File: src/pkg/ctsc_pkg.sv
// Constants and types for the capture trigger and sync control block
package ctsc_pkg;

  // Register port geometry
  localparam int unsigned DATA_W         = 16;
  localparam int unsigned ADDR_W         = 3;
  localparam int unsigned TIMER_W        = 16;

  // Register offsets
  localparam logic [2:0]  ADDR_CTRL      = 3'h0;
  localparam logic [2:0]  ADDR_IRQ_STAT  = 3'h1;
  localparam logic [2:0]  ADDR_IRQ_MASK  = 3'h2;
  localparam logic [2:0]  ADDR_TMR_LO    = 3'h3;
  localparam logic [2:0]  ADDR_TMR_HI    = 3'h4;

  // Control register fields
  localparam int unsigned BIT_CASCADE    = 8;
  localparam int unsigned BIT_TRIG_MODE  = 7;
  localparam int unsigned BIT_TRIG_STAT  = 6;
  localparam int unsigned SYNC_SEL_LSB   = 0;
  localparam int unsigned SYNC_SEL_W     = 5;
  localparam int unsigned SRC_N          = 32;
  localparam logic [15:0] CTRL_RESET     = 16'h000d;
  localparam logic [15:0] CTRL_IMPL_MASK = 16'h01df;

  // Interrupt event bits
  localparam int unsigned EV_TRIG        = 0;
  localparam int unsigned EV_SYNC        = 1;
  localparam int unsigned EV_WRAP        = 2;
  localparam int unsigned EV_N           = 3;
  localparam logic [2:0]  IRQ_RESET      = 3'h0;

  // Trigger generator outputs serving capture channels 1 to 4
  localparam int unsigned TRIG_GEN_FIRST = 8;
  localparam int unsigned TRIG_GEN_LAST  = 11;
  localparam int unsigned TRIG_GEN_N     = TRIG_GEN_LAST - TRIG_GEN_FIRST + 1;

  typedef enum logic {
    CTSC_MODE_SYNC,
    CTSC_MODE_TRIG
  } ctsc_mode_t;

endpackage

File: src/hw/ctsc_counter.sv
// Capture timer counter with synchronous clear, run gate and increment enable
`timescale 1ns/1ps
module ctsc_counter #(
  parameter int unsigned W = 16
) (
  // Clock and reset
  input  wire logic         clk_sys,
  input  wire logic         rst_n,
  // Control
  input  wire logic         clear,
  input  wire logic         run,
  input  wire logic         inc,
  // Count
  output logic [W-1:0]      count_q,
  output logic              wrap
);

  // Carry only on a real step from all ones
  assign wrap = run & inc & ~clear & (&count_q);

  always_ff @(posedge clk_sys or negedge rst_n) begin
    if (!rst_n) begin
      count_q <= '0;
    end else if (clear) begin
      count_q <= '0;
    end else if (run && inc) begin
      count_q <= count_q + 1'b1;
    end
  end

endmodule

File: src/hw/ctsc_ctrl.sv
// Trigger and sync control for one capture channel with its register port
//
// Contract
// RULE1: Cascade set: odd and even form 32 bits
// RULE2: Cascade clear: channels run independently
// RULE3: Software sets cascade in both partners
// RULE4: Trigger mode: source event starts timer
// RULE5: Sync mode: source keeps timer aligned
// RULE6: Status one runs timer, zero holds clear
// RULE7: Selected source sets trigger status
// RULE8: Software reads, sets and clears status
// RULE9: Five-bit field selects the source
// RULE10: Channel never sources itself
// RULE11: Trigger-only sources not used for sync; code lets any selected source act in sync mode
// RULE12: One dedicated generator output per channel
// RULE13: Unimplemented control bits read zero
// RULE14: Sync event zeroes timer count
`timescale 1ns/1ps
module ctsc_ctrl #(
  parameter int unsigned CHANNEL_NUM = 1,
  parameter bit          IS_ODD      = 1'b1,
  parameter logic [4:0]  PTG_SRC_IDX = 5'h0a
) (
  // Clock and reset
  input  wire logic                                   clk_sys,
  input  wire logic                                   rst_n,
  // Register port
  input  wire logic [ctsc_pkg::ADDR_W-1:0]            reg_addr,
  input  wire logic [ctsc_pkg::DATA_W-1:0]            reg_wdata,
  input  wire logic                                   reg_wr,
  input  wire logic                                   reg_rd,
  output logic      [ctsc_pkg::DATA_W-1:0]            reg_rdata,
  // Sync and trigger sources
  input  wire logic [ctsc_pkg::SRC_N-1:0]             sync_sources,
  input  wire logic [ctsc_pkg::TRIG_GEN_N-1:0]        trig_gen_out,
  // Cascade partner
  input  wire logic                                   partner_cascade,
  input  wire logic                                   partner_run,
  input  wire logic                                   partner_clear,
  input  wire logic                                   partner_carry,
  input  wire logic [ctsc_pkg::TIMER_W-1:0]           partner_timer,
  // Cascade to partner
  output logic                                        cascade_pair_select,
  output logic                                        run_out,
  output logic                                        clear_out,
  output logic                                        carry_out,
  // Timer and status
  output logic      [ctsc_pkg::TIMER_W-1:0]           capture_timer,
  output logic                                        timer_trigger_status,
  // Interrupt
  output logic                                        irq
);

  logic [15:0]                       ctrl_q;
  logic [ctsc_pkg::EV_N-1:0]         irq_stat_q;
  logic [ctsc_pkg::EV_N-1:0]         irq_mask_q;
  logic [ctsc_pkg::SRC_N-1:0]        src_vec;
  logic [ctsc_pkg::SYNC_SEL_W-1:0]   sync_source_select;
  logic                              trigger_mode_select;
  logic                              trig_stat;
  logic                              sel_level;
  logic                              sel_prev_q;
  logic                              src_ev;
  logic                              cascade_active;
  logic                              cascade_hi;
  logic                              own_run;
  logic                              own_clear;
  logic                              tmr_run;
  logic                              tmr_clear;
  logic                              tmr_inc;
  logic                              tmr_wrap;
  logic                              ctrl_wr;
  logic                              stat_wr;
  logic                              mask_wr;
  logic [ctsc_pkg::EV_N-1:0]         ev_vec;
  logic [15:0]                       rd_mux;
  ctsc_pkg::ctsc_mode_t              mode;

  assign ctrl_wr = reg_wr & (reg_addr == ctsc_pkg::ADDR_CTRL);
  assign stat_wr = reg_wr & (reg_addr == ctsc_pkg::ADDR_IRQ_STAT);
  assign mask_wr = reg_wr & (reg_addr == ctsc_pkg::ADDR_IRQ_MASK);

  assign sync_source_select =
    ctrl_q[ctsc_pkg::SYNC_SEL_LSB +: ctsc_pkg::SYNC_SEL_W]; // RULE9
  assign trigger_mode_select = ctrl_q[ctsc_pkg::BIT_TRIG_MODE];
  assign trig_stat           = ctrl_q[ctsc_pkg::BIT_TRIG_STAT];
  assign mode = trigger_mode_select ? ctsc_pkg::CTSC_MODE_TRIG : ctsc_pkg::CTSC_MODE_SYNC;

  // Source vector: index zero means no source
  genvar gi;
  generate
    for (gi = 0; gi < ctsc_pkg::SRC_N; gi++) begin : g_src
      if (gi == 0) begin : g_none
        assign src_vec[gi] = 1'b0;
      end else if (gi == PTG_SRC_IDX) begin : g_ptg
        assign src_vec[gi] = trig_gen_out[CHANNEL_NUM-1]; // RULE12
      end else begin : g_ext
        assign src_vec[gi] = sync_sources[gi];
      end
    end
  endgenerate

  // Rising edge so a held level counts once; a select change may give one spurious edge
  assign sel_level = src_vec[sync_source_select]; // RULE9
  assign src_ev    = sel_level & ~sel_prev_q;

  always_ff @(posedge clk_sys or negedge rst_n) begin
    if (!rst_n) begin
      sel_prev_q <= 1'b0;
    end else begin
      sel_prev_q <= sel_level;
    end
  end

  // Pairing needs the bit on both partners
  assign cascade_active = ctrl_q[ctsc_pkg::BIT_CASCADE] & partner_cascade; // RULE1 RULE3
  assign cascade_hi     = cascade_active & ~IS_ODD;

  always_ff @(posedge clk_sys or negedge rst_n) begin
    if (!rst_n) begin
      ctrl_q <= ctsc_pkg::CTRL_RESET;
    end else if (ctrl_wr) begin
      ctrl_q <= reg_wdata & ctsc_pkg::CTRL_IMPL_MASK; // RULE13 RULE8
      if (src_ev) begin
        ctrl_q[ctsc_pkg::BIT_TRIG_STAT] <= 1'b1; // RULE7
      end
    end else if (src_ev) begin
      ctrl_q[ctsc_pkg::BIT_TRIG_STAT] <= 1'b1; // RULE7
    end
  end

  // Own timer control; a sync event re-zeroes a running count
  assign own_run   = trig_stat; // RULE6 RULE4
  assign own_clear = ~trig_stat |
                     (src_ev & (mode == ctsc_pkg::CTSC_MODE_SYNC)); // RULE6 RULE14 RULE5

  // Upper half follows the lower partner; otherwise standalone
  assign tmr_run   = cascade_hi ? partner_run   : own_run;   // RULE1 RULE2
  assign tmr_clear = cascade_hi ? partner_clear : own_clear; // RULE1 RULE2
  assign tmr_inc   = cascade_hi ? partner_carry : 1'b1;      // RULE1 RULE2

  ctsc_counter #(
    .W       (ctsc_pkg::TIMER_W)
  ) u_counter (
    .clk_sys (clk_sys),
    .rst_n   (rst_n),
    .clear   (tmr_clear),
    .run     (tmr_run),
    .inc     (tmr_inc),
    .count_q (capture_timer),
    .wrap    (tmr_wrap)
  );

  // Partner signals are registered, so the upper half trails by one cycle
  always_ff @(posedge clk_sys or negedge rst_n) begin
    if (!rst_n) begin
      run_out   <= 1'b0;
      clear_out <= 1'b1;
      carry_out <= 1'b0;
    end else begin
      run_out   <= own_run;
      clear_out <= own_clear;
      carry_out <= tmr_wrap & ~cascade_hi;
    end
  end

  always_ff @(posedge clk_sys or negedge rst_n) begin
    if (!rst_n) begin
      cascade_pair_select  <= 1'b0;
      timer_trigger_status <= 1'b0;
    end else begin
      cascade_pair_select  <= ctrl_q[ctsc_pkg::BIT_CASCADE];
      timer_trigger_status <= trig_stat;
    end
  end

  // Interrupt events; set wins over a same-cycle clear
  assign ev_vec[ctsc_pkg::EV_TRIG] = src_ev & (mode == ctsc_pkg::CTSC_MODE_TRIG);
  assign ev_vec[ctsc_pkg::EV_SYNC] = src_ev & (mode == ctsc_pkg::CTSC_MODE_SYNC);
  assign ev_vec[ctsc_pkg::EV_WRAP] = tmr_wrap;

  always_ff @(posedge clk_sys or negedge rst_n) begin
    if (!rst_n) begin
      irq_stat_q <= ctsc_pkg::IRQ_RESET;
    end else if (stat_wr) begin
      irq_stat_q <= (irq_stat_q & ~reg_wdata[ctsc_pkg::EV_N-1:0]) | ev_vec;
    end else begin
      irq_stat_q <= irq_stat_q | ev_vec;
    end
  end

  always_ff @(posedge clk_sys or negedge rst_n) begin
    if (!rst_n) begin
      irq_mask_q <= ctsc_pkg::IRQ_RESET;
    end else if (mask_wr) begin
      irq_mask_q <= reg_wdata[ctsc_pkg::EV_N-1:0];
    end
  end

  always_ff @(posedge clk_sys or negedge rst_n) begin
    if (!rst_n) begin
      irq <= 1'b0;
    end else begin
      irq <= |(irq_stat_q & irq_mask_q);
    end
  end

  // Read mux; unmapped offsets read zero
  always_comb begin
    rd_mux = 16'h0000;
    case (reg_addr)
      ctsc_pkg::ADDR_CTRL:     rd_mux = ctrl_q & ctsc_pkg::CTRL_IMPL_MASK; // RULE13
      ctsc_pkg::ADDR_IRQ_STAT: rd_mux = {13'h0000, irq_stat_q};
      ctsc_pkg::ADDR_IRQ_MASK: rd_mux = {13'h0000, irq_mask_q};
      ctsc_pkg::ADDR_TMR_LO:   rd_mux = capture_timer;
      ctsc_pkg::ADDR_TMR_HI:   rd_mux = (cascade_active && IS_ODD) ? partner_timer : 16'h0000;
      default:                 rd_mux = 16'h0000;
    endcase
  end

  always_ff @(posedge clk_sys or negedge rst_n) begin
    if (!rst_n) begin
      reg_rdata <= 16'h0000;
    end else if (reg_rd) begin
      reg_rdata <= rd_mux;
    end else begin
      reg_rdata <= 16'h0000;
    end
  end
endmodule

File: config.mk
export PLATFORM = sky130hd
export DESIGN_NAME = ctsc_ctrl
export DESIGN_NICKNAME = d
export VERILOG_FILES = /design/src/pkg/ctsc_pkg.sv /design/src/hw/ctsc_counter.sv /design/src/hw/ctsc_ctrl.sv
export SDC_FILE = /design/constraint.sdc
export NUM_CORES = 1
export LEC_CHECK = 0
export BUFFER_PORTS_ARGS = -buffer_cell sky130_fd_sc_hd__buf_2
export CORE_MARGIN = 3
export CORE_UTILIZATION = 53
export CTS_BUF_LIST = sky130_fd_sc_hd__clkbuf_8
export DETAILED_ROUTE_END_ITERATION = 12
export PLACE_DENSITY = 0.84
export SLEW_MARGIN = 10
export SYNTH_ARGS = -nofsm -noshare
export SYNTH_HDL_FRONTEND = slang
export SYNTH_SLANG_ARGS = --single-unit
export TNS_END_PERCENT = 1
File: constraint.sdc
create_clock -name clk_sys -period 4 [get_ports clk_sys]
set_clock_uncertainty 0.2 [all_clocks]
set_input_delay 0.2 -clock clk_sys [delete_from_list [all_inputs] [get_ports clk_sys]]
set_output_delay 0.2 -clock clk_sys [all_outputs]
set_load 0.1 [all_outputs]
# ---- Yosys cells after proc, flatten, opt, wreduce, memory -nomap -nowiden
# Cells that the tools add are included.
dict set report totals {
  wordCells 54
  ff_bits 52
}
dict set report op_classes {
  addsub 1
  muxes 12
  n_bitwise 19
  n_reduce_logical 5
  n_eq_ne 4
  n_lt_le_gt_ge 1
}
# operator n
set op_table {}
lappend op_table {{$pmux 16 s5} 1}
lappend op_table {{$mux 16} 4}
lappend op_table {{$add 16x1->16 const B} 1}
lappend op_table {{$reduce_and 16->1} 1}
lappend op_table {{$and 1x1->1} 9}
lappend op_table {{$and 3x3->3} 2}
lappend op_table {{$eq 3x2->1 const B} 2}
lappend op_table {{$lt 5x6->1 const B} 1}
lappend op_table {{$or 3x3->3} 2}
lappend op_table {{$bmux 1 s5} 1}
lappend op_table {{$mux 1} 5}
lappend op_table {{$not 1->1} 4}
lappend op_table {{$reduce_bool 2->1} 2}
lappend op_table {{$eq 3x1->1 const B} 1}
lappend op_table {{$eq 3x3->1 const B} 1}
lappend op_table {{$logic_not 3->1} 1}
lappend op_table {{$mux 3} 1}
lappend op_table {{$not 3->3} 1}
lappend op_table {{$reduce_or 3->1} 1}
lappend op_table {{$or 1x1->1} 1}

# ---- Longest topological paths before layout
dict set report depth {
  word_depth 10
  ltp_mapped 8
}

# ---- By module
# A second synthesis with hierarchy kept.
dict set report hier_totals {
  cells_unflattened 258
  area_unflattened_um2 2756.4
}
# mod instances area_each_um2 cells_each
set modules_own_cells {}
lappend modules_own_cells {ctsc_ctrl 1 1893.1 170}
lappend modules_own_cells {ctsc_counter 1 863.3 88}

# ---- Worst setup path before layout
# Ideal clock, no wire load.
dict set report synth_timing {
  kind {reg2reg}
  from {reg u_counter.count_q[0]}
  to {reg u_counter.count_q[12]}
  path_slack_ns 1.232
  path_buffers 1
  arrival_time_ns 2.479
  path_stages_with_launch 8
  cell_sequence {dfrtp_1 ha_1 nand3_1 or3b_1 clkbuf_1 nor3_1 xnor2_1 a211oi_2}
}
dict set report synth_via {
  elab_chain_cells 3
}
# item line
set synth_lines {}
lappend synth_lines {{start, declared} ctsc_counter.sv:14} ;# output logic [W-1:0] count_q,
lappend synth_lines {{start signal, assigned} ctsc_counter.sv:27} ;# count_q <= count_q + 1'b1;
lappend synth_lines {{$add 16x1->16} ctsc_counter.sv:27}
lappend synth_lines {{$mux 16} ctsc_counter.sv:26} ;# end else if (run && inc) begin
lappend synth_lines {{$mux 16} ctsc_counter.sv:24} ;# end else if (clear) begin
# No other way between the ends. The select of a mux whose other input is x is not followed.
# A chain may end at the register's enable or synchronous reset.

# ---- Worst setup path after layout
dict set report layout_timing {
  from {reg ctrl_q[1]}
  to {reg u_counter.count_q[15]}
}
dict set report layout_via {
  elab_chain_cells 6
  word_cells_on_any_way 7
}
# item line
set layout_lines {}
lappend layout_lines {{start, declared} ctsc_ctrl.sv:54} ;# logic [15:0] ctrl_q;
lappend layout_lines {{start signal, assigned} ctsc_ctrl.sv:121} ;# ctrl_q <= ctsc_pkg::CTRL_RESET;
lappend layout_lines {{start signal, assigned} ctsc_ctrl.sv:123} ;# ctrl_q <= reg_wdata & ctsc_pkg::CTRL_IMPL_MASK;
lappend layout_lines {{$bmux 1 s5 *} ctsc_ctrl.sv:104} ;# assign sel_level = src_vec[sync_source_select];
lappend layout_lines {{$mux 1 (implied by the code) *} ctsc_ctrl.sv:104}
lappend layout_lines {{$and 1x1->1 *} ctsc_ctrl.sv:105} ;# assign src_ev = sel_level & ~sel_prev_q;
lappend layout_lines {{$and 1x1->1 *} ctsc_ctrl.sv:135} ;# (src_ev & (mode == ctsc_pkg::CTSC_MODE_SYNC));
lappend layout_lines {{$or 1x1->1 *} ctsc_ctrl.sv:134} ;# assign own_clear = ~trig_stat |
lappend layout_lines {{$mux 16 / $reduce_bool 2->1 (equally long branches)} -}
# Mark *: on every way between the ends. The rest lies on a longest branch, timed or not. The select of a mux whose other input is x is not followed.

==> results by group <==
Critical path
  • Startpoint Class: register
  • Worst Reg-to-Reg Cells: 5
  • RR Endpoint: u_counter.count_q[15]$_DFFE_PN0P_
  • Critical path fanouts, max: 21
  • Endpoint type of the worst setup path: register
  • Critical Path AT: about 2.8 ns
  • Crit path kind: reg -> reg
  • Reg-to-Reg Start: ctrl_q[1]$_DFFE_PN0P_
  • Critical Path RT: slightly below 4 ns
  • Reg-to-reg slack, setup: around 1.2 ns

CTS
  • Clock-pin slew on the worst setup and hold paths: around 0.09 ns
  • Postcts setup bufs: 0
  • CTS buffer count: 5
  • # resized after CTS: 0
  • CTS H-tree depth: 2
  • CTS Sinks: 52
  • Worst-Skew Late Latency: 0.32 ns
  • CTS tree: done
  • Clock buffer depth: 2
  • Root buf cell: clkbuf_8

Floorplanning
  • Die height: 78.53 um
  • Core area: between 4000 and 5000 um^2
  • Initial Utilization: 56.76%
  • Number of core rows: 25
  • DIE WIDTH: between 70 and 80 um
  • Die area: around 6000 um^2
  • I/O pins: between 100 and 150

Pwr
  • Power, Total: ~1800 uW
  • PwrDens: approximately 500 nW/um^2
  • Max VDD drop: 0.6836 mV
  • Static leakage: about 0.0017 uW

Global route
  • Largest net degree at the start of global routing: 53
  • GRT Overall Usage: between 20% and 30%
  • Global-route wire length before repair: approximately 12 mm
  • Antenna violations before repair: 0
  • Number of global-route vias before repair: 2500
  • Total congestion overflow: 0

Synthesis
  • Syn_nets: around 340
  • Post-Synth XOR/XNOR Area: around 4.4%
  • Post-synth cell types: 43
  • Synthesized cell area: roughly 2800 um^2
  • Cells after synthesis: ~260
  • Seq cells post-synth: 52
  • Synth warn: 0
  • Multiplexer area fraction after synthesis: between 10% and 20%
  • Synth Area in Adders: less than 1%
  • Main combinational cell family by area after synthesis: compound AO/OA/AOI/OAI gates
  • Simple-Gate Fraction of Synth Area: roughly 15%
  • Avg Cell Area, Syn: between 10 and 15 um^2
  • Compound-Gate Fraction of Synth Area: between 15 and 20%
  • Register area share after synthesis: 46.86%

STA
  • Final worst path period need: roughly 2.8 ns
  • Max-slew headroom: between 30% and 40%
  • Fmax: approximately 360 MHz
  • Setup tns final: 0 ns
  • Final setup fails: 0
  • Post-route clock period utilization: about 70%
  • Slew Viols, Final: 0
  • Worst-margin pin slew: 0.9041 ns
  • Unrepaired setup endpoints after global routing: no
  • Final Hold Viols: 0

Min path
  • Min-delay src: reg_addr[2]
  • Hold Path Depth: 4
  • Worst Hold End: reg_rdata[2]$_DFF_PN0_
  • Worst Hold Class: in -> reg

Cells and area
  • Commonest non-fill, non-tap cell in the layout: buf_2
  • Area of the multi-input gates: about 1400 um^2
  • Register area: about 1300 um^2
  • Most frequent cells in the layout: buf_2 (100), dfrtp_1 (48), nor2_1 (33), dlygate4sd3_1 (25), a22oi_1 (16)
  • Share of cells above drive strength 1: around 37%
  • N_diodes: 0
  • Area Growth Syn to Fin: 30.75%
  • Fill count: around 340
  • Final net count: about 450

Drt
  • DRT iter0 DRCs: 177
  • Vias per cell: between 5 and 6
  • Routed WL per cell: 16.46 um
  • Vias: approximately 2500
  • Drt drc: 0
  • Final WL: between 7 and 8 mm
  • Number of routed nets with antenna violations: 0
  • First-pass iteration count of the detailed router: 4

Placed design
  • Port Buf Inserts: 100
  • HPWL Detailed: roughly 5.0 mm
  • GPL Wtd Cong: about 0.9

Run
  • Max Cap Violations: 0

Run status
  • Status: complete, no violations
## metal layers
metal  routed length (um)  vias up  track usage [%]
li1                     -     1150                -
met1                 3118     1191            33.16
met2                 3460       97            38.03
met3                  493       17            5.275
met4                  170        0            10.84
met5                    0        -                0
## worst max path at each step
| stage | startpoint | to | slack, ns |
|---|---|---|---|
| after CTS | ctrl_q[1]$_DFFE_PN0P_ | irq_stat_q[1]$_DFF_PN0_ | 1.21 |
| after global routing | ctrl_q[1]$_DFFE_PN0P_ | irq_stat_q[0]$_DFF_PN0_ | 1.05 |
| after detailed placement | ctrl_q[1]$_DFFE_PN0P_ | u_counter.count_q[1]$_DFFE_PN0P_ | 1.22 |
| after global placement | ctrl_q[1]$_DFFE_PN0P_ | irq_stat_q[0]$_DFF_PN0_ | 1.27 |
| final | ctrl_q[1]$_DFFE_PN0P_ | u_counter.count_q[15]$_DFFE_PN0P_ | 1.19 |
| after floorplan | u_counter.count_q[0]$_DFFE_PN0P_ | u_counter.count_q[12]$_DFFE_PN0P_ | 1.23 |
## repair_timing
| item | 4_1_cts | 5_1_grt |
|---|---|---|
| endpoints found under the setup margin | 0 | 0 |
| hold buffers | 25 | 0 |
| endpoints found under the hold margin | 75 | 0 |
## registers in the layout, summed over array words and instances, names as in the netlist
name	flops
cascade_pair_select	1
ctrl_q	8
u_counter.count_q	16
reg_rdata	16
irq	1
carry_out	1
irq_mask_q	3
irq_stat_q	3
clear_out	1
sel_prev_q	1
timer_trigger_status	1
## stage by stage
step                hold WS [ns]  worst slack [ns]  std cells  instance area (um^2)  util, %
floorplan                -0.2956             1.232        256                  2788        -
global placement          0.1439             1.268        407                  3283    66.85
detailed placement        0.1439             1.220        407                  3283    66.85
CTS                       0.1176             1.206        440                  3645    74.22
global route              0.1868             1.046        440                  3645    74.22
finish                    0.1284             1.191        440                  3645    74.22
## area by class of cell
cell class                      instances  share of cell area, %
Inverter                                5                 0.5149
Sequential cell                        52                  35.84
Clock buffer                            5                  1.888
Multi-Input combinational cell        182                  37.49
Tap cell                               67                  2.300
Clock inverter                          3                  1.167
Timing Repair Buffer                  126                  20.80
## cell usage after synthesis (all sizes together)
library cell / count / area [um^2]
a31oi: 1 / 6.260
dfstp: 4 / 105.1
nand2: 13 / 48.80
a22o: 2 / 17.52
mux4: 3 / 67.56
a222oi: 1 / 10.01
nor2b: 7 / 43.79
a211oi: 15 / 187.7
nor2: 33 / 123.9
nor3: 3 / 20.02
nand3: 10 / 50.05
and3: 2 / 12.51
inv: 4 / 15.01
and4: 2 / 17.52
buf: 7 / 58.80
a211o: 1 / 8.760
ha: 1 / 12.51
nand2b: 3 / 18.77
clkbuf: 10 / 37.54
nand3b: 1 / 7.510
dfrtp: 48 / 1201
mux2i: 14 / 140.1
nand4: 3 / 18.77
nor3b: 2 / 15.01
a21boi: 1 / 7.510
a22oi: 16 / 120.1
xor2: 4 / 35.03
a21oi: 14 / 70.07
a221oi: 1 / 15.01
mux2: 10 / 116.4
a41oi: 1 / 27.53
a21o: 1 / 7.510
nand4b: 1 / 15.01
o21ai: 2 / 10.01
xnor2: 10 / 87.58
and2: 3 / 18.77
or3b: 1 / 8.760
clkinv: 1 / 3.750
## cells by family (layout without fill, tap and decap cells)
kind of cell	after synthesis	after routing
fa+ha+maj	1	1
compound gates	56	56
xor+xnor	14	14
mux	27	27
simple gates	84	84
flops	52	52
buf+inv	22	139
## worst max-delay path: stages, from the launching register on
cell and delay [ns]:
dfrtp_1 0.86, mux2_4 0.28, a221oi_2 0.05, nand4b_2 0.27, a41oi_4 0.81, a211oi_2 0.17
## power breakdown
part	switching [uW]	total [uW]	internal, uW
registers	112	724	612
logic	531	746	215
clock network	181	366	185
total	823	1840	1010
Note: power is estimated with default switching activity, not from simulation.
